`src/hw/csq_end.sv`:
```
// No logic of its own: the sequencer and its strobe timer live beside it

```
`src/hw/csq_pkg.sv`:
```
// Package: constants, types and script table of the CAM routine sequencer
package csq_pkg;
    // Cycle timing
    localparam int CLK_PERIOD_NS = 10;
    localparam int T_SHORT_NS = 30;
    localparam int T_MED_NS = 50;
    localparam int T_LONG_NS = 70;
    localparam int SHORT_CYC =
        (T_SHORT_NS + CLK_PERIOD_NS - 1) / CLK_PERIOD_NS;
    localparam int MED_CYC = (T_MED_NS + CLK_PERIOD_NS - 1) / CLK_PERIOD_NS;
    localparam int LONG_CYC = (T_LONG_NS + CLK_PERIOD_NS - 1) / CLK_PERIOD_NS;
    // CAM command and data words
    localparam logic [15:0] CMD_SEL_BG = 16'h0619;
    localparam logic [15:0] CMD_SEL_FG = 16'h0618;
    localparam logic [15:0] CMD_TGT_ADDR = 16'h0220;
    localparam logic [15:0] CMD_TGT_DEV = 16'h0228;
    localparam logic [15:0] CMD_EMPTY_ALL = 16'h043d;
    localparam logic [15:0] CMD_EMPTY_HM = 16'h042d;
    localparam logic [15:0] CMD_NEXT_FREE = 16'h0334;
    localparam logic [15:0] DATA_ALL_ONES = 16'hffff;
    localparam logic [15:0] DATA_DONT_CARE = 16'h0000;
    // Pin levels
    localparam logic PIN_H = 1'b1;
    localparam logic PIN_L = 1'b0;
    // Step indices
    localparam logic [3:0] STEP_CMP = 4'h3;
    localparam logic [3:0] RD_FIRST_STEP = 4'h3;
    localparam logic [3:0] RD_LAST_STEP = 4'h8;
    localparam logic [3:0] RD_ALLDEV_STEP = 4'ha;

    typedef enum logic [2:0] {
        RT_DA, RT_SA, RT_PURGE, RT_ADD, RT_DEL, RT_SETADD, RT_READ
    } csq_rt_t;
    typedef enum logic [1:0] {
        ST_IDLE = 2'b00, ST_SETUP = 2'b01, ST_ARM = 2'b11, ST_CYC = 2'b10
    } csq_state_t;
    typedef enum logic [1:0] {LEN_S, LEN_M, LEN_L} csq_len_t;
    typedef enum logic [2:0] {
        DS_CONST, DS_A0, DS_A1, DS_A2, DS_W0, DS_TS, DS_OPU, DS_OPL
    } csq_dsel_t;
    typedef struct packed {
        logic cm_b;
        logic w_b;
        csq_len_t len;
        logic ec_b;
        csq_dsel_t dsel;
        logic [15:0] cval;
        logic last;
    } csq_line_t;

    function automatic logic [7:0] len_cycles(input csq_len_t len);
        case (len)
            LEN_S: len_cycles = 8'(SHORT_CYC);
            LEN_M: len_cycles = 8'(MED_CYC);
            default: len_cycles = 8'(LONG_CYC);
        endcase
    endfunction : len_cycles

    function automatic csq_line_t mk(input logic cm_b, input logic w_b,
            input csq_len_t len, input logic ec_b, input csq_dsel_t ds,
            input logic [15:0] cv, input logic last);
        mk = '{cm_b, w_b, len, ec_b, ds, cv, last};
    endfunction : mk

    // One line of a routine script; hit chooses the source-search branch
    function automatic csq_line_t script_line(input csq_rt_t rt,
            input logic [3:0] step, input logic hit);
        csq_line_t l;
        l = mk(PIN_H, PIN_H, LEN_S, PIN_H, DS_CONST, DATA_DONT_CARE, 1'b1);
        case (rt)
            RT_DA, RT_SA, RT_DEL, RT_ADD: begin
                case (step)
                    4'h0: l = mk(PIN_H, PIN_L, LEN_S, PIN_H,
                        (rt == RT_ADD) ? DS_W0 : DS_CONST,
                        DATA_DONT_CARE, 1'b0);
                    4'h1: l = mk(PIN_H, PIN_L, LEN_S, PIN_H, DS_A0,
                        DATA_DONT_CARE, 1'b0);
                    4'h2: l = mk(PIN_H, PIN_L, LEN_S, PIN_H, DS_A1,
                        DATA_DONT_CARE, 1'b0);
                    4'h3: l = mk(PIN_H, PIN_L, (rt == RT_DA) ? LEN_L : LEN_S,
                        (rt == RT_ADD) ? PIN_H : PIN_L, DS_A2,
                        DATA_DONT_CARE, 1'b0);
                    default: begin
                        if (rt == RT_DA)
                            l = mk(PIN_H, PIN_H, LEN_L, PIN_H, DS_CONST,
                                DATA_DONT_CARE, 1'b1);
                        else if (rt == RT_SA)
                            l = mk(PIN_L, PIN_L, LEN_L, PIN_H,
                                hit ? DS_OPU : DS_OPL, DATA_DONT_CARE, 1'b1);
                        else
                            l = mk(PIN_L, PIN_L, LEN_L, PIN_H, DS_CONST,
                                (rt == RT_DEL) ? CMD_EMPTY_HM : CMD_NEXT_FREE,
                                1'b1);
                    end
                endcase
            end
            RT_PURGE: begin
                case (step)
                    4'h0: l = mk(PIN_L, PIN_L, LEN_S, PIN_H, DS_CONST,
                        CMD_SEL_BG, 1'b0);
                    4'h1: l = mk(PIN_H, PIN_L, LEN_L, PIN_H, DS_TS,
                        DATA_DONT_CARE, 1'b0);
                    4'h2: l = mk(PIN_L, PIN_L, LEN_L, PIN_H, DS_CONST,
                        CMD_EMPTY_ALL, 1'b0);
                    default: l = mk(PIN_L, PIN_L, LEN_S, PIN_H, DS_CONST,
                        CMD_SEL_FG, 1'b1);
                endcase
            end
            RT_SETADD: begin
                case (step)
                    4'h0: l = mk(PIN_L, PIN_L, LEN_S, PIN_H, DS_CONST,
                        CMD_SEL_BG, 1'b0);
                    4'h1: l = mk(PIN_L, PIN_L, LEN_S, PIN_H, DS_CONST,
                        CMD_TGT_ADDR, 1'b0);
                    4'h2: l = mk(PIN_L, PIN_L, LEN_S, PIN_H, DS_W0,
                        DATA_DONT_CARE, 1'b0);
                    default: l = mk(PIN_L, PIN_L, LEN_S, PIN_H, DS_CONST,
                        CMD_SEL_FG, 1'b1);
                endcase
            end
            default: begin
                case (step)
                    4'h0: l = mk(PIN_L, PIN_L, LEN_S, PIN_H, DS_CONST,
                        CMD_SEL_BG, 1'b0);
                    4'h1, 4'h9: l = mk(PIN_L, PIN_L, LEN_S, PIN_H, DS_CONST,
                        CMD_TGT_DEV, 1'b0);
                    4'h2: l = mk(PIN_L, PIN_L, LEN_S, PIN_H, DS_W0,
                        DATA_DONT_CARE, 1'b0);
                    4'h3, 4'h4, 4'h5, 4'h6: l = mk(PIN_H, PIN_H, LEN_L, PIN_H,
                        DS_CONST, DATA_DONT_CARE, 1'b0);
                    4'h7, 4'h8: l = mk(PIN_L, PIN_H, LEN_M, PIN_H, DS_CONST,
                        DATA_DONT_CARE, 1'b0);
                    4'ha: l = mk(PIN_L, PIN_L, LEN_S, PIN_H, DS_CONST,
                        DATA_ALL_ONES, 1'b0);
                    default: l = mk(PIN_L, PIN_L, LEN_S, PIN_H, DS_CONST,
                        CMD_SEL_FG, 1'b1);
                endcase
            end
        endcase
        script_line = l;
    endfunction : script_line
endpackage : csq_pkg

```
`src/hw/csq_strobe.sv`:
```
// Enable strobe timer: holds the enable low for a short, medium or long cycle
`timescale 1ns/1ps
module csq_strobe (
    // Clock and reset
    input wire logic mclk_i,
    input wire logic rst_b_i,
    // Control
    input wire logic start_i,
    input wire csq_pkg::csq_len_t len_i,
    // Strobe
    output logic enable_b_o,
    output logic end_o
);
    import csq_pkg::*;

    logic [7:0] cnt_r;

    // Last low cycle of the strobe; the caller samples the CAM here
    assign end_o = !enable_b_o && (cnt_r == 8'h00);

    always_ff @(posedge mclk_i or negedge rst_b_i) begin
        if (!rst_b_i) begin
            enable_b_o <= 1'b1;
            cnt_r <= 8'h00;
        end else if (start_i) begin
            enable_b_o <= 1'b0;
            cnt_r <= 8'(len_cycles(len_i) - 8'h01);
        end else if (end_o) begin
            enable_b_o <= 1'b1;
        end else if (!enable_b_o) begin
            cnt_r <= 8'(cnt_r - 8'h01);
        end
    end
endmodule : csq_strobe

```
`src/hw/csq_sequencer.sv`:
```
// CAM routine sequencer: runs fixed cycle scripts on cascaded CAM chips
`timescale 1ns/1ps
module csq_sequencer (
    // Clock and reset
    input wire logic mclk_i,
    input wire logic rst_b_i,
    // Frame parser requests
    input wire logic da_go_i,
    input wire logic [47:0] da_addr_i,
    input wire logic sa_go_i,
    input wire logic [47:0] sa_addr_i,
    // Software triggers
    input wire logic purge_go_i,
    input wire logic add_go_i,
    input wire logic del_go_i,
    input wire logic setadd_go_i,
    input wire logic read_go_i,
    // Software data words
    input wire logic [15:0] cmd_word0_i,
    input wire logic [15:0] cmd_word1_i,
    input wire logic [15:0] cmd_word2_i,
    input wire logic [15:0] cmd_word3_i,
    input wire logic [15:0] purge_ts_i,
    input wire logic [15:0] sa_opcode_upper_i,
    input wire logic [15:0] sa_opcode_lower_i,
    // CAM bus
    input wire logic [15:0] cam_dq_i,
    output logic [15:0] cam_dq_o,
    output logic cam_dq_oe_b_o,
    output logic cam_command_select_b_o,
    output logic cam_write_b_o,
    output logic cam_enable_b_o,
    output logic cam_compare_strobe_b_o,
    input wire logic cam_full_input_b_i,
    input wire logic cam_match_input_b_i,
    // Results
    output logic busy_o,
    output logic da_done_o,
    output logic da_match_o,
    output logic [15:0] da_assoc_o,
    output logic sa_done_o,
    output logic sa_learned_o,
    output logic sa_full_o,
    output logic sw_done_o,
    output logic rd_valid_o,
    output logic [2:0] rd_idx_o,
    output logic [15:0] rd_word_o
);
    import csq_pkg::*;

    csq_state_t state_r, state_nxt;
    csq_rt_t rt_r;
    logic [3:0] step_r;
    logic hit_r;
    logic [6:0] pend_r;
    logic [47:0] da_addr_r, sa_addr_r, run_addr_r;
    logic [7:0] low_cnt_r;

    csq_line_t line;
    csq_rt_t pick;
    logic [6:0] go_vec, clr_vec;
    logic [47:0] start_addr;
    logic [15:0] line_data;
    logic any_pend, cyc_end, skip, fin, in_cyc, rd_step;

    function automatic csq_rt_t first_pending(input logic [6:0] p);
        first_pending = RT_DA;
        for (int i = 6; i >= 0; i--) begin
            if (p[i])
                first_pending = csq_rt_t'(i);
        end
    endfunction : first_pending

    // Frame searches outrank software routines
    assign go_vec = {read_go_i, setadd_go_i, del_go_i, add_go_i, purge_go_i,
        sa_go_i, da_go_i};
    assign any_pend = |pend_r;
    assign pick = first_pending(pend_r);
    assign clr_vec = (state_r == ST_IDLE && any_pend) ?
        7'(7'h01 << pick) : 7'h00;
    assign start_addr = (pick == RT_DA) ? da_addr_r :
        (pick == RT_SA) ? sa_addr_r :
        (pick == RT_ADD) ? {cmd_word3_i, cmd_word2_i, cmd_word1_i} :
        (pick == RT_DEL) ? {cmd_word2_i, cmd_word1_i, cmd_word0_i} : 48'h0;

    assign line = script_line(rt_r, step_r, hit_r);
    assign line_data = (line.dsel == DS_A0) ? run_addr_r[47:32] :
        (line.dsel == DS_A1) ? run_addr_r[31:16] :
        (line.dsel == DS_A2) ? run_addr_r[15:0] :
        (line.dsel == DS_W0) ? cmd_word0_i :
        (line.dsel == DS_TS) ? purge_ts_i :
        (line.dsel == DS_OPU) ? sa_opcode_upper_i :
        (line.dsel == DS_OPL) ? sa_opcode_lower_i :
        line.cval;

    assign in_cyc = (state_r == ST_CYC) && cyc_end;
    // A miss with every chip full cannot learn, so the script stops early
    assign skip = (rt_r == RT_SA) && (step_r == STEP_CMP) &&
        cam_match_input_b_i && !cam_full_input_b_i;
    assign fin = in_cyc && (line.last || skip);
    assign rd_step = (rt_r == RT_READ) && (step_r >= RD_FIRST_STEP) &&
        (step_r <= RD_LAST_STEP);

    csq_strobe u_strobe (
        .mclk_i(mclk_i),
        .rst_b_i(rst_b_i),
        .start_i(state_r == ST_ARM),
        .len_i(line.len),
        .enable_b_o(cam_enable_b_o),
        .end_o(cyc_end)
    );

    always_comb begin
        state_nxt = state_r;
        case (state_r)
            ST_IDLE: if (any_pend) state_nxt = ST_SETUP;
            ST_SETUP: state_nxt = ST_ARM;
            ST_ARM: state_nxt = ST_CYC;
            default: if (fin) state_nxt = ST_IDLE;
                else if (cyc_end) state_nxt = ST_SETUP;
        endcase
    end

    always_ff @(posedge mclk_i or negedge rst_b_i) begin
        if (!rst_b_i) begin
            pend_r <= 7'h00;
            da_addr_r <= 48'h0;
            sa_addr_r <= 48'h0;
        end else begin
            // A request in the cycle its bit is cleared stays pending
            pend_r <= (pend_r & ~clr_vec) | go_vec;
            if (da_go_i) da_addr_r <= da_addr_i;
            if (sa_go_i) sa_addr_r <= sa_addr_i;
        end
    end

    always_ff @(posedge mclk_i or negedge rst_b_i) begin
        if (!rst_b_i) begin
            state_r <= ST_IDLE;
            rt_r <= RT_DA;
            step_r <= 4'h0;
            hit_r <= 1'b0;
            run_addr_r <= 48'h0;
        end else begin
            state_r <= state_nxt;
            if (state_r == ST_IDLE && any_pend) begin
                rt_r <= pick;
                step_r <= 4'h0;
                hit_r <= 1'b0;
                run_addr_r <= start_addr;
            end else if (in_cyc) begin
                step_r <= 4'(step_r + 4'h1);
                if (!line.ec_b) hit_r <= !cam_match_input_b_i;
            end
        end
    end

    // Pins settle one cycle before the enable falls
    always_ff @(posedge mclk_i or negedge rst_b_i) begin
        if (!rst_b_i) begin
            cam_command_select_b_o <= PIN_H;
            cam_write_b_o <= PIN_H;
            cam_compare_strobe_b_o <= PIN_H;
            cam_dq_oe_b_o <= PIN_H;
            cam_dq_o <= 16'h0000;
        end else if (state_r == ST_SETUP) begin
            cam_command_select_b_o <= line.cm_b;
            cam_write_b_o <= line.w_b;
            cam_compare_strobe_b_o <= line.ec_b;
            cam_dq_oe_b_o <= line.w_b;
            cam_dq_o <= line.w_b ? 16'h0000 : line_data;
        end else if (fin) begin
            cam_command_select_b_o <= PIN_H;
            cam_write_b_o <= PIN_H;
            cam_compare_strobe_b_o <= PIN_H;
            cam_dq_oe_b_o <= PIN_H;
            cam_dq_o <= 16'h0000;
        end
    end

    always_ff @(posedge mclk_i or negedge rst_b_i) begin
        if (!rst_b_i) begin
            busy_o <= 1'b0;
            da_done_o <= 1'b0;
            da_match_o <= 1'b0;
            da_assoc_o <= 16'h0000;
            sa_done_o <= 1'b0;
            sa_learned_o <= 1'b0;
            sa_full_o <= 1'b0;
            sw_done_o <= 1'b0;
        end else begin
            busy_o <= (state_nxt != ST_IDLE);
            da_done_o <= fin && (rt_r == RT_DA);
            sa_done_o <= fin && (rt_r == RT_SA);
            sw_done_o <= fin && (rt_r != RT_DA) && (rt_r != RT_SA);
            if (fin && rt_r == RT_DA) begin
                da_match_o <= (cam_dq_i != DATA_ALL_ONES);
                da_assoc_o <= cam_dq_i;
            end
            if (fin && rt_r == RT_SA) begin
                sa_learned_o <= !skip && !hit_r;
                sa_full_o <= skip;
            end
        end
    end

    always_ff @(posedge mclk_i or negedge rst_b_i) begin
        if (!rst_b_i) begin
            rd_valid_o <= 1'b0;
            rd_idx_o <= 3'h0;
            rd_word_o <= 16'h0000;
        end else begin
            rd_valid_o <= in_cyc && rd_step;
            if (in_cyc && rd_step) begin
                rd_idx_o <= 3'(step_r - RD_FIRST_STEP);
                rd_word_o <= cam_dq_i;
            end
        end
    end

    // Helper for the cycle length check
    always_ff @(posedge mclk_i or negedge rst_b_i) begin
        if (!rst_b_i) low_cnt_r <= 8'h00;
        else if (cam_enable_b_o) low_cnt_r <= 8'h00;
        else low_cnt_r <= 8'(low_cnt_r + 8'h01);
    end
endmodule : csq_sequencer

```
`config.mk`:
```
export PLATFORM = sky130hd
export DESIGN_NAME = csq_sequencer
export DESIGN_NICKNAME = d
export VERILOG_FILES = /design/src/hw/csq_end.sv /design/src/hw/csq_pkg.sv /design/src/hw/csq_strobe.sv /design/src/hw/csq_sequencer.sv
export SDC_FILE = /design/constraint.sdc
export NUM_CORES = 1
export LEC_CHECK = 0
export ABC_AREA = 0
export BUFFER_PORTS_ARGS = -buffer_cell sky130_fd_sc_hd__buf_2
export CAP_MARGIN = 20
export CORE_UTILIZATION = 49
export DETAILED_ROUTE_END_ITERATION = 7
export HOLD_SLACK_MARGIN = 0.1
export PLACE_DENSITY = 0.75
export RECOVER_POWER = 50
export SLEW_MARGIN = 20
export SYNTH_ARGS = -nofsm -noshare
export SYNTH_HDL_FRONTEND = slang
export SYNTH_SLANG_ARGS = --single-unit
```
`constraint.sdc`:
```
create_clock -name mclk_i -period 7.4 [get_ports mclk_i]
set_input_delay 0.37 -clock mclk_i [delete_from_list [all_inputs] [get_ports mclk_i]]
set_output_delay 0.37 -clock mclk_i [all_outputs]
set_load 0.02 [all_outputs]
```
==> impl_metrics.toml, run 1 <==
[run_status]
status = "finished, violations left"
violations = "DRC, capacitance limit, slew limit"

[finish]
final_layout_size_suffix_gt1_frac = 0.322
layout_common_cells = "buf_2, dfrtp_1, nand2_1, mux2_2, dlygate4sd3_1"
nets = 1738
synthToLayoutAreaGrowth_pct = 30.0
fill_cells = 1888
fin_area_um2 = 15400
layout_commonest_cell = "buf_2"

[synth]
yosys.area.top_type_share = 0.483
yosysTopAreaCell = "dfrtp_1"
syn_area_um2 = 11800
synth_cell_types = 75
seq_area_frac_synth = 0.492
synth.top_cells.by_area = "dfrtp_1, mux2_2, nand2_1"
ys_warn_count = 0
async_flop_share = 1.00
synth.avg_cell_area_um2 = 10.5
synth_top_flop_cell = "dfrtp_1"
syn_nets = 1369
ys_ff_latch = 232
synth-edff-count = 0
synthCells = 1126

[pwr]
worst_ir_drop_vdd_mv = 0.202
power.total_uw = 3090
power.density_nw_per_um2 = 201
leakagePower_uw = 0.00686

[flow_run]
drv_cap = 2

[die]
initial_utilization = 0.502
ios = 299
core_area_um2 = 23500
die_h_um = 157
rows = 56
dieWidth_um = 157
dieArea_um2 = 24700

[timing]
rsz0062_at_grt = "no"
slew_violations = 100
setup_tns_ns = 0
period_share = 0.491
max_slew_margin = -1.06
finalSetupViolations = 0
max_freq_mhz = 275
fin_skew_ns = 0.0150
final-hold-violation-count = 0
tightest_slew_ns = 3.09
min_period_ns = 3.63

[routing]
met3WireLength_mm = 4.32
wl_met2_mm = 20.4
drt_iter0_markers = 1329
drtPass1Iterations = 8
drtAntennaViolNets = 0
drc = 3
drt-met1-wl_mm = 17.2
viasPerCell = 6.09
wl_per_cell_um = 23.9
vias = 11200
wl_mm = 43.9
dr.max_layer_used = "met5"

[critical_path]
end_kind = "register"
crit_type = "register to register"
start_kind = "register"
crit_fanout = 31
timing.critical_path.to = "cam_dq_o[1]"
reg2reg_depth = 8
reg2reg_from = "step_r[3]"
path_common_cell = "o21ai_1"
required_ns = 7.85
worstPathArrival_ns = 4.09
r2r_end = "cam_dq_o[1]"
slowest_delay_ns = 0.88
crit_path_top_delay_cell = "nor2_1"
r2r_slack_ns = 3.77
cp_cell_sequence = "or2_1 > o21ai_1 > nand2_1 > nor2_1 > o2bb2ai_1 > a22oi_1 > o21a_1 > o21ai_1"
crit_path_start = "step_r[3]"

[placed_design]
portBuffers = 298
dp_hpwl_mm = 29.5
place.gp.congestion = 0.924
dpl_cell_area_um2 = 13500

[cts]
cts_max_path_buffers = 3
numClockSinks = 232
insertion_delay_ns = 0.54
htree_num_levels = 1
cts_resized = 0
cts_hold_buf = 112
path_clk_slew_ns = 0.06
tritoncts = "done"
cts_made_buffers = 26
clockRootBuffer = "clkbuf_16"
post_cts_buffers = 0

[global_routing]
track_usage = 0.354
grt-ovfl-total = 0
antenna_found_initial = 4
grt_pass1_vias = 11100
grt_max_degree = 119
grt_pass1_wl_mm = 65.4

[worst_hold_path]
hold_start = "cam_dq_i[10]"
hp-class = "input port to register"
-- flip-flops by register name, indices dropped and copies added, names as in the netlist, 2 cells and up --
name            count
rt_r                3
rd_word_o          16
pend_r              7
rd_idx_o            3
u_strobe.cnt_r      8
step_r              4
sa_addr_r          48
cam_dq_o           16
da_addr_r          48
run_addr_r         48
state_r             2
da_assoc_o         16
-- kinds of logic after synthesis --
kind of cell / count (synthesis) / share of synthesized area
AOI/OAI and AO/OA: 302 / 0.174
adders and majority gates: 8 / 0.00847
and+or+nand+nor: 307 / 0.121
buffers and inverters: 104 / 0.0389
xor gates and xnor gates: 5 / 0.00371
muxes: 168 / 0.162
DFF: 232 / 0.492
-- layout make-up --
| cell class | instances | area (µm²) | area share |
|---|---|---|---|
| flip-flops and latches | 232 | 5810 | 0.378 |
| clock inverters | 6 | 66.3 | 0.00432 |
| clock buffers | 38 | 757 | 0.0493 |
| well taps | 319 | 399 | 0.0260 |
| multi-input cells | 790 | 5570 | 0.362 |
| repair buffers | 428 | 2690 | 0.175 |
| diodes | 2 | 5.00 | 0.000326 |
| inverters | 17 | 63.8 | 0.00415 |
-- cell usage after synthesis (9+ instances only) --
library cell and instances:
dfrtp_1 228, mux2_2 157, nand2_1 156, o21ai_0 103
nor2_1 58, clkbuf_1 51, a222oi_1 48, a21oi_1 41
buf_2 19, inv_1 16, nor3_1 15, nand2b_1 12
a22oi_1 11, and3_1 11, o21ai_1 10, nand4_1 9
o211ai_1 9
-- per-stage QoR --
stage	utilization	worst slack, ns	hold WS (ns)	instances
after detailed placement	0.573	3.97	0.462	1673
after global routing	0.653	3.58	0.114	1832
final	0.653	3.77	0.113	1832
after floorplan	-	4.83	0.0744	1126
after global placement	0.573	3.96	0.452	1673
after CTS	0.655	3.92	0.100	1829
-- worst min path at each step --
stage,endpoint,slack (ns),cells after the start
2_1_floorplan,busy_o,0.07,0
3_3_place_gp,rd_word_o[7],0.45,2
3_5_place_dp,rd_word_o[15],0.46,2
4_1_cts,sa_addr_r[4],0.10,2
5_1_grt,rd_word_o[10],0.11,3
6_report,rd_word_o[10],0.11,3
-- report_power, final --
| group | switching (µW) | total (µW) | internal [µW] | leakage [µW] |
|---|---|---|---|---|
| Sequential | 69.2 | 1430 | 1360 | 0.00267 |
| Clock | 525 | 1270 | 741 | 0.000398 |
| Combinational | 188 | 396 | 208 | 0.00378 |
-- per-layer routing --
layer | GRT usage | vias up
met2 | 0.577 | 674
met5 | 0 | -
met4 | 0.147 | 4
li1 | - | 4896
met3 | 0.0730 | 124
met1 | 0.459 | 5455
-- worst max-delay path: cells and delay by family, from the launching register on --
kind | cells | cell delay [ns]
AND/OR/NAND/NOR | 3 | 2.09
AO/OA/AOI/OAI | 5 | 0.86
flip-flops | 1 | 0.60
No activity file was read; power rests on OpenSTA's default activity.
==> run 2, diff against run 1 <==
--- a/config.mk
+++ b/config.mk
@@ -5,13 +5,13 @@
 export SDC_FILE = /design/constraint.sdc
 export NUM_CORES = 1
 export LEC_CHECK = 0
-export ABC_AREA = 0
+export ABC_AREA = 1
 export BUFFER_PORTS_ARGS = -buffer_cell sky130_fd_sc_hd__buf_2
 export CAP_MARGIN = 20
 export CORE_UTILIZATION = 49
 export DETAILED_ROUTE_END_ITERATION = 7
 export HOLD_SLACK_MARGIN = 0.1
-export PLACE_DENSITY = 0.75
+export PLACE_DENSITY = 0.74
 export RECOVER_POWER = 50
 export SLEW_MARGIN = 20
 export SYNTH_ARGS = -nofsm -noshare
==> constraint.sdc (replaced) <==
create_clock -name mclk_i -period 3.5 [get_ports mclk_i]
set_input_delay 0.175 -clock mclk_i [delete_from_list [all_inputs] [get_ports mclk_i]]
set_output_delay 0.175 -clock mclk_i [all_outputs]
set_load 0.02 [all_outputs]
==> impl_metrics.toml, run 2 <==
[run_status]
status = "finished, violations left"
violations = "capacitance limit, slew limit"

[timing]
max_slew_margin = -0.935
slew_violations = 199
rsz0062_at_grt = "no"
min_period_ns = 3.28
finalSetupViolations = 0
tightest_slew_ns = 2.90
period_share = 0.936
setup_tns_ns = 0
final-hold-violation-count = 0
whs_ns = 0.103
max_freq_mhz = 305
fin_skew_ns = 0.0135

[pwr]
combPwrFrac = 0.119
worst_ir_drop_vdd_mv = 0.302
p_switching_uw = 1620
power.density_nw_per_um2 = 395
p_clk_frac = 0.417
p_seq_frac = 0.464
p_int_uw = 4810
leakagePower_uw = 0.00814
switching_share = 0.252

[placed_design]
place.gp.congestion = 0.968
portBuffers = 298
dp_hpwl_mm = 30.8

[routing]
drtPass1Iterations = 6
drtAntennaViolNets = 0
drt_iter0_markers = 1153
viasPerCell = 5.57
drc = 0
vias = 12400
wl_per_cell_um = 20.1
wl_mm = 44.6

[synth]
synth.avg_cell_area_um2 = 8.41
yosys.area.top_type_share = 0.468
synth_cell_types = 54
async_flop_share = 1.00
ys_ff_latch = 232
synthCells = 1449
syn_nets = 1692
synth_common_cells = "nand2_1, inv_1, dfrtp_1"
yosysMostFrequentCell = "nand2_1"
ys_warn_count = 0
synth_top_flop_cell = "dfrtp_1"
seq_area_frac_synth = 0.477
syn_area_um2 = 12200
synth.top_cells.by_area = "dfrtp_1, nand2_1, inv_1"
yosysTopAreaCell = "dfrtp_1"
synth-edff-count = 0

[critical_path]
crit_path_top_delay_cell = "dlygate4sd3_1"
slowest_delay_ns = 0.57
required_ns = 3.96
start_kind = "register"
end_kind = "register"
crit_type = "register to register"
crit_fanout = 24
worstPathArrival_ns = 3.74
cp_cell_sequence = "inv_1 > ha_1 > inv_1 > nor2_4 > inv_2 > nor2_4 > inv_4 > nand3_2 > buf_6 > nand2_2 > nor2_4 > buf_4 > nand2_1 > nand4_1 > dlygate4sd3_1 > nand2_1 > nand2_1"

[finish]
layout_common_cells = "nand2_1, inv_1, buf_2, dfrtp_1, dlygate4sd3_1"
antenna_cells = 0
seqCellArea_um2 = 5810
nets = 2125
fill_cells = 1983
multi_input_area_um2 = 5090
reg_top3 = "da_addr_r (48), run_addr_r (48), sa_addr_r (48)"
layout_commonest_cell = "nand2_1"
synthToLayoutAreaGrowth_pct = 33.5
final_layout_size_suffix_gt1_frac = 0.222

[cts]
cts_made_buffers = 26
clockRootBuffer = "clkbuf_16"
path_clk_slew_ns = 0.06
insertion_delay_ns = 0.53
tritoncts = "done"
cts_max_path_buffers = 3
htree_num_levels = 1
numClockSinks = 232

[die]
rows = 57
ios = 299
core_area_um2 = 24400
dieArea_um2 = 25500
dieWidth_um = 160
initial_utilization = 0.500
die_h_um = 160

[worst_hold_path]
hp-class = "input port to register"

[global_routing]
grt_pass1_wl_mm = 69.5
antenna_found_initial = 0
grt-ovfl-total = 0
grt_max_degree = 114
grt_pass1_vias = 12400
track_usage = 0.351

[flow_run]
drv_cap = 4
-- run 2: worst paths after layout --
| path | from | endpoint | slack [ns] | cells after the start |
|---|---|---|---|---|
| worst max-delay path | step_r[1] | cam_dq_o[12] | 0.22 | 17 |
| worst min-delay path | cmd_word0_i[2] | cam_dq_o[2] | 0.10 | 5 |
| worst max register to register | step_r[1] | cam_dq_o[12] | 0.22 | 17 |
| worst min register to register | cam_dq_o[7] | cam_dq_o[7] | 0.48 | 2 |
| max in group asynchronous | rst_b_i | cam_write_b_o | 0.66 | 3 |
| min in group asynchronous | rst_b_i | state_r[0] | 1.13 | 2 |
-- run 2: power groups by stage --
stage / sequential [µW] / combinational [µW] / clock, µW
floorplan: 3000 / 253 / 0
global placement: 3010 / 605 / 0
detailed placement: 3020 / 616 / 0
CTS: 2970 / 754 / 2710
global route: 2990 / 831 / 2830
finish: 2980 / 765 / 2680
-- run 2: per-stage QoR --
stage / util / setup WS, ns / instances / cell area (µm²) / total power (µW)
floorplan: - / 1.36 / 1449 / 12200 / 3250
global placement: 0.571 / 0.815 / 2018 / 13900 / 3620
detailed placement: 0.571 / 0.661 / 2018 / 13900 / 3630
CTS: 0.667 / 0.132 / 2214 / 16300 / 6430
global route: 0.667 / 0.0183 / 2223 / 16300 / 6650
finish: 0.667 / 0.225 / 2223 / 16300 / 6430
-- run 2: critical path, delay by kind of cell, from the launching register on --
kind	cells	cell delay (ns)
adder cells (fa/ha/maj)	1	0.15
buffers and inverters	7	1.34
flip-flops	1	0.46
AND/OR/NAND/NOR	9	1.27
-- run 2: cell type report --
type / count / area share
tap: 324 / 0.0249
inverter: 250 / 0.0581
sequential: 232 / 0.357
clock buffer: 37 / 0.0469
timing repair buffer: 481 / 0.196
clock inverter: 8 / 0.00431
multi-input combinational: 891 / 0.313
-- run 2: cell families (layout without fill, tap and decap cells) --
| logic type | count (synthesis) | in the layout | share of synthesized area |
|---|---|---|---|
| adder cells (fa/ha/maj) | 8 | 8 | 0.00821 |
| XOR/XNOR | 3 | 3 | 0.00216 |
| AO/OA/AOI/OAI | 294 | 294 | 0.152 |
| flip-flops | 232 | 232 | 0.477 |
| AND/OR/NAND/NOR | 521 | 521 | 0.191 |
| buffers and inverters | 326 | 776 | 0.108 |
| multiplexers | 65 | 65 | 0.0625 |
-- run 2: repair_timing --
action,in CTS,in global routing
hold buffers,151,0
buffers inserted,0,9
endpoints found under the setup margin,0,6
resized for setup,0,3
endpoints found under the hold margin,273,0
-- run 2: per-layer routing --
metal / up-vias / share of wire / track usage
met5: - / 0 / 0
met4: 0 / 0.050 / 0.159
met3: 127 / 0.093 / 0.0590
met2: 741 / 0.46 / 0.571
met1: 5888 / 0.39 / 0.460
li1: 5637 / - / -
==> run 3, diff against run 2 <==
--- a/config.mk
+++ b/config.mk
@@ -8,6 +8,7 @@
 export ABC_AREA = 1
 export BUFFER_PORTS_ARGS = -buffer_cell sky130_fd_sc_hd__buf_2
 export CAP_MARGIN = 20
+export CORE_MARGIN = 8
 export CORE_UTILIZATION = 49
 export DETAILED_ROUTE_END_ITERATION = 7
 export HOLD_SLACK_MARGIN = 0.1
==> impl_metrics.toml, run 3 (same netlist as run 2, synthesis figures left out) <==
[run_status]
status = "finished, violations left"
violations = "capacitance limit, slew limit"

[cts]
cts_max_path_buffers = 3
numClockSinks = 232
path_clk_slew_ns = 0.06
insertion_delay_ns = 0.55
tritoncts = "done"
post_cts_buffers = 0
htree_num_levels = 1
cts_made_buffers = 26
clockRootBuffer = "clkbuf_16"

[critical_path]
path_common_cell = "nand2_1"
required_ns = 3.99
crit_type = "register to register"
end_kind = "register"
start_kind = "register"
crit_path_top_delay_cell = "dlygate4sd3_1"
worstPathArrival_ns = 3.75
slowest_delay_ns = 0.58
cp_cell_sequence = "inv_1 > ha_1 > nand2_1 > inv_1 > nand3_1 > nand3_4 > buf_6 > nand3_1 > o21ai_2 > nand2_1 > nand2_1 > nand2_1 > nand4_1 > dlygate4sd3_1 > nand2_1 > nand2_1"
critPathTopFamily = "simple AND/OR/NAND/NOR gates"
crit_buf_inv = 4
crit_fanout = 27

[finish]
synthToLayoutAreaGrowth_pct = 34.2
fill_cells = 1964
layout_commonest_cell = "nand2_1"
final_layout_size_suffix_gt1_frac = 0.232
layout_common_cells = "nand2_1, buf_2, inv_1, dfrtp_1, dlygate4sd3_1"
nets = 2129
multi_input_area_um2 = 5100
reg_top3 = "da_addr_r (48), run_addr_r (48), sa_addr_r (48)"
seqCellArea_um2 = 5810

[routing]
drtPass1Iterations = 6
wl_per_cell_um = 21.1
viasPerCell = 5.59
drt_iter0_markers = 1236
wl_mm = 47.1
drtAntennaViolNets = 0
drc = 0
vias = 12500

[placed_design]
portBuffers = 298
place.gp.congestion = 0.955
pre_cts_slack_ns = 0.712
dp_hpwl_mm = 32.9

[pwr]
power.density_nw_per_um2 = 393
leakagePower_uw = 0.00823
worst_ir_drop_vdd_mv = 0.324

[timing]
tightest_slew_ns = 2.66
setup_tns_ns = 0
max_freq_mhz = 306
min_period_ns = 3.27
fin_skew_ns = 0.0221
slew_violations = 237
period_share = 0.933
worst_slack_ns = 0.234
max_slew_margin = -0.771
final-hold-violation-count = 0
rsz0062_at_grt = "no"
whs_ns = 0.114
finalSetupViolations = 0

[die]
die_h_um = 174
dieArea_um2 = 30200
dieWidth_um = 174
rows = 57
core_area_um2 = 24400
ios = 299
initial_utilization = 0.500

[global_routing]
grt_max_degree = 102
grtUsageMet2 = 0.482
grt-busiest-layer = "met2"
globalRouteMet3Util = 0.0769
antenna_found_initial = 1
grt_pass1_vias = 12600
track_usage = 0.301
gr-usage-met1 = 0.377
grt_pass1_wl_mm = 72.4
grt-ovfl-total = 0

[flow_run]
drv_cap = 4

[worst_hold_path]
hp-class = "input port to register"
[run 3: changes by cell type in the layout (fill, tap and decap cells not counted), sizes merged]
| cell | previous run | this run |
|---|---|---|
| buf | 267 | 279 |
| clkbuf | 100 | 72 |
| clkinv | 7 | 12 |
| clkinvlp | 2 | 3 |
| diode | 0 | 1 |
| dlygate4sd3 | 151 | 166 |
[run 3: layout make-up]
| type | count | share of cell area |
|---|---|---|
| antenna | 1 | 0.000153 |
| timing repair buffer | 485 | 0.199 |
| clock inverter | 14 | 0.00803 |
| inverter | 250 | 0.0578 |
| tap | 324 | 0.0248 |
| multi-input combinational | 891 | 0.312 |
| sequential | 232 | 0.355 |
| clock buffer | 32 | 0.0430 |
[run 3: layer usage]
layer / up-vias / share of wire
met3: 124 / 0.10
met4: 0 / 0.049
li1: 5646 / -
met1: 5887 / 0.39
met2: 809 / 0.46
met5: - / 0
[run 3: repair_timing]
| action | CTS | global route |
|---|---|---|
| endpoints found under the setup margin | 0 | 8 |
| resized for setup | 0 | 4 |
| hold endpoints to repair | 263 | 0 |
| hold buffers | 166 | 0 |
[run 3: final timing paths]
check	slack (ns)	to	cells after the start	start
max in group asynchronous	0.75	da_assoc_o[12]	3	rst_b_i
worst min register to register	0.48	cam_dq_o[6]	2	cam_dq_o[6]
worst max-delay path	0.23	cam_dq_o[13]	16	step_r[0]
worst max register to register	0.23	cam_dq_o[13]	16	step_r[0]
min in group asynchronous	1.02	state_r[0]	2	rst_b_i
worst min-delay path	0.11	cam_dq_o[9]	7	purge_ts_i[9]
[run 3: power breakdown]
group | internal (µW) | switching [µW]
sequential | 2870 | 108
combinational | 371 | 415
clock | 1510 | 1150
[run 3: per-stage QoR]
stage / total power [µW] / cell area [µm²] / util / instances
floorplan: 3250 / 12200 / - / 1449
global placement: 3620 / 13900 / 0.570 / 2016
CTS: 6420 / 16400 / 0.672 / 2228
global route: 6630 / 16400 / 0.671 / 2229
detailed placement: 3630 / 13900 / 0.570 / 2016
finish: 6420 / 16400 / 0.671 / 2229
[run 3: tightest hold or removal path: cells and delay by family]
family	cells	cell delay, ns
buf+inv	1	0.08
simple gates	6	0.39
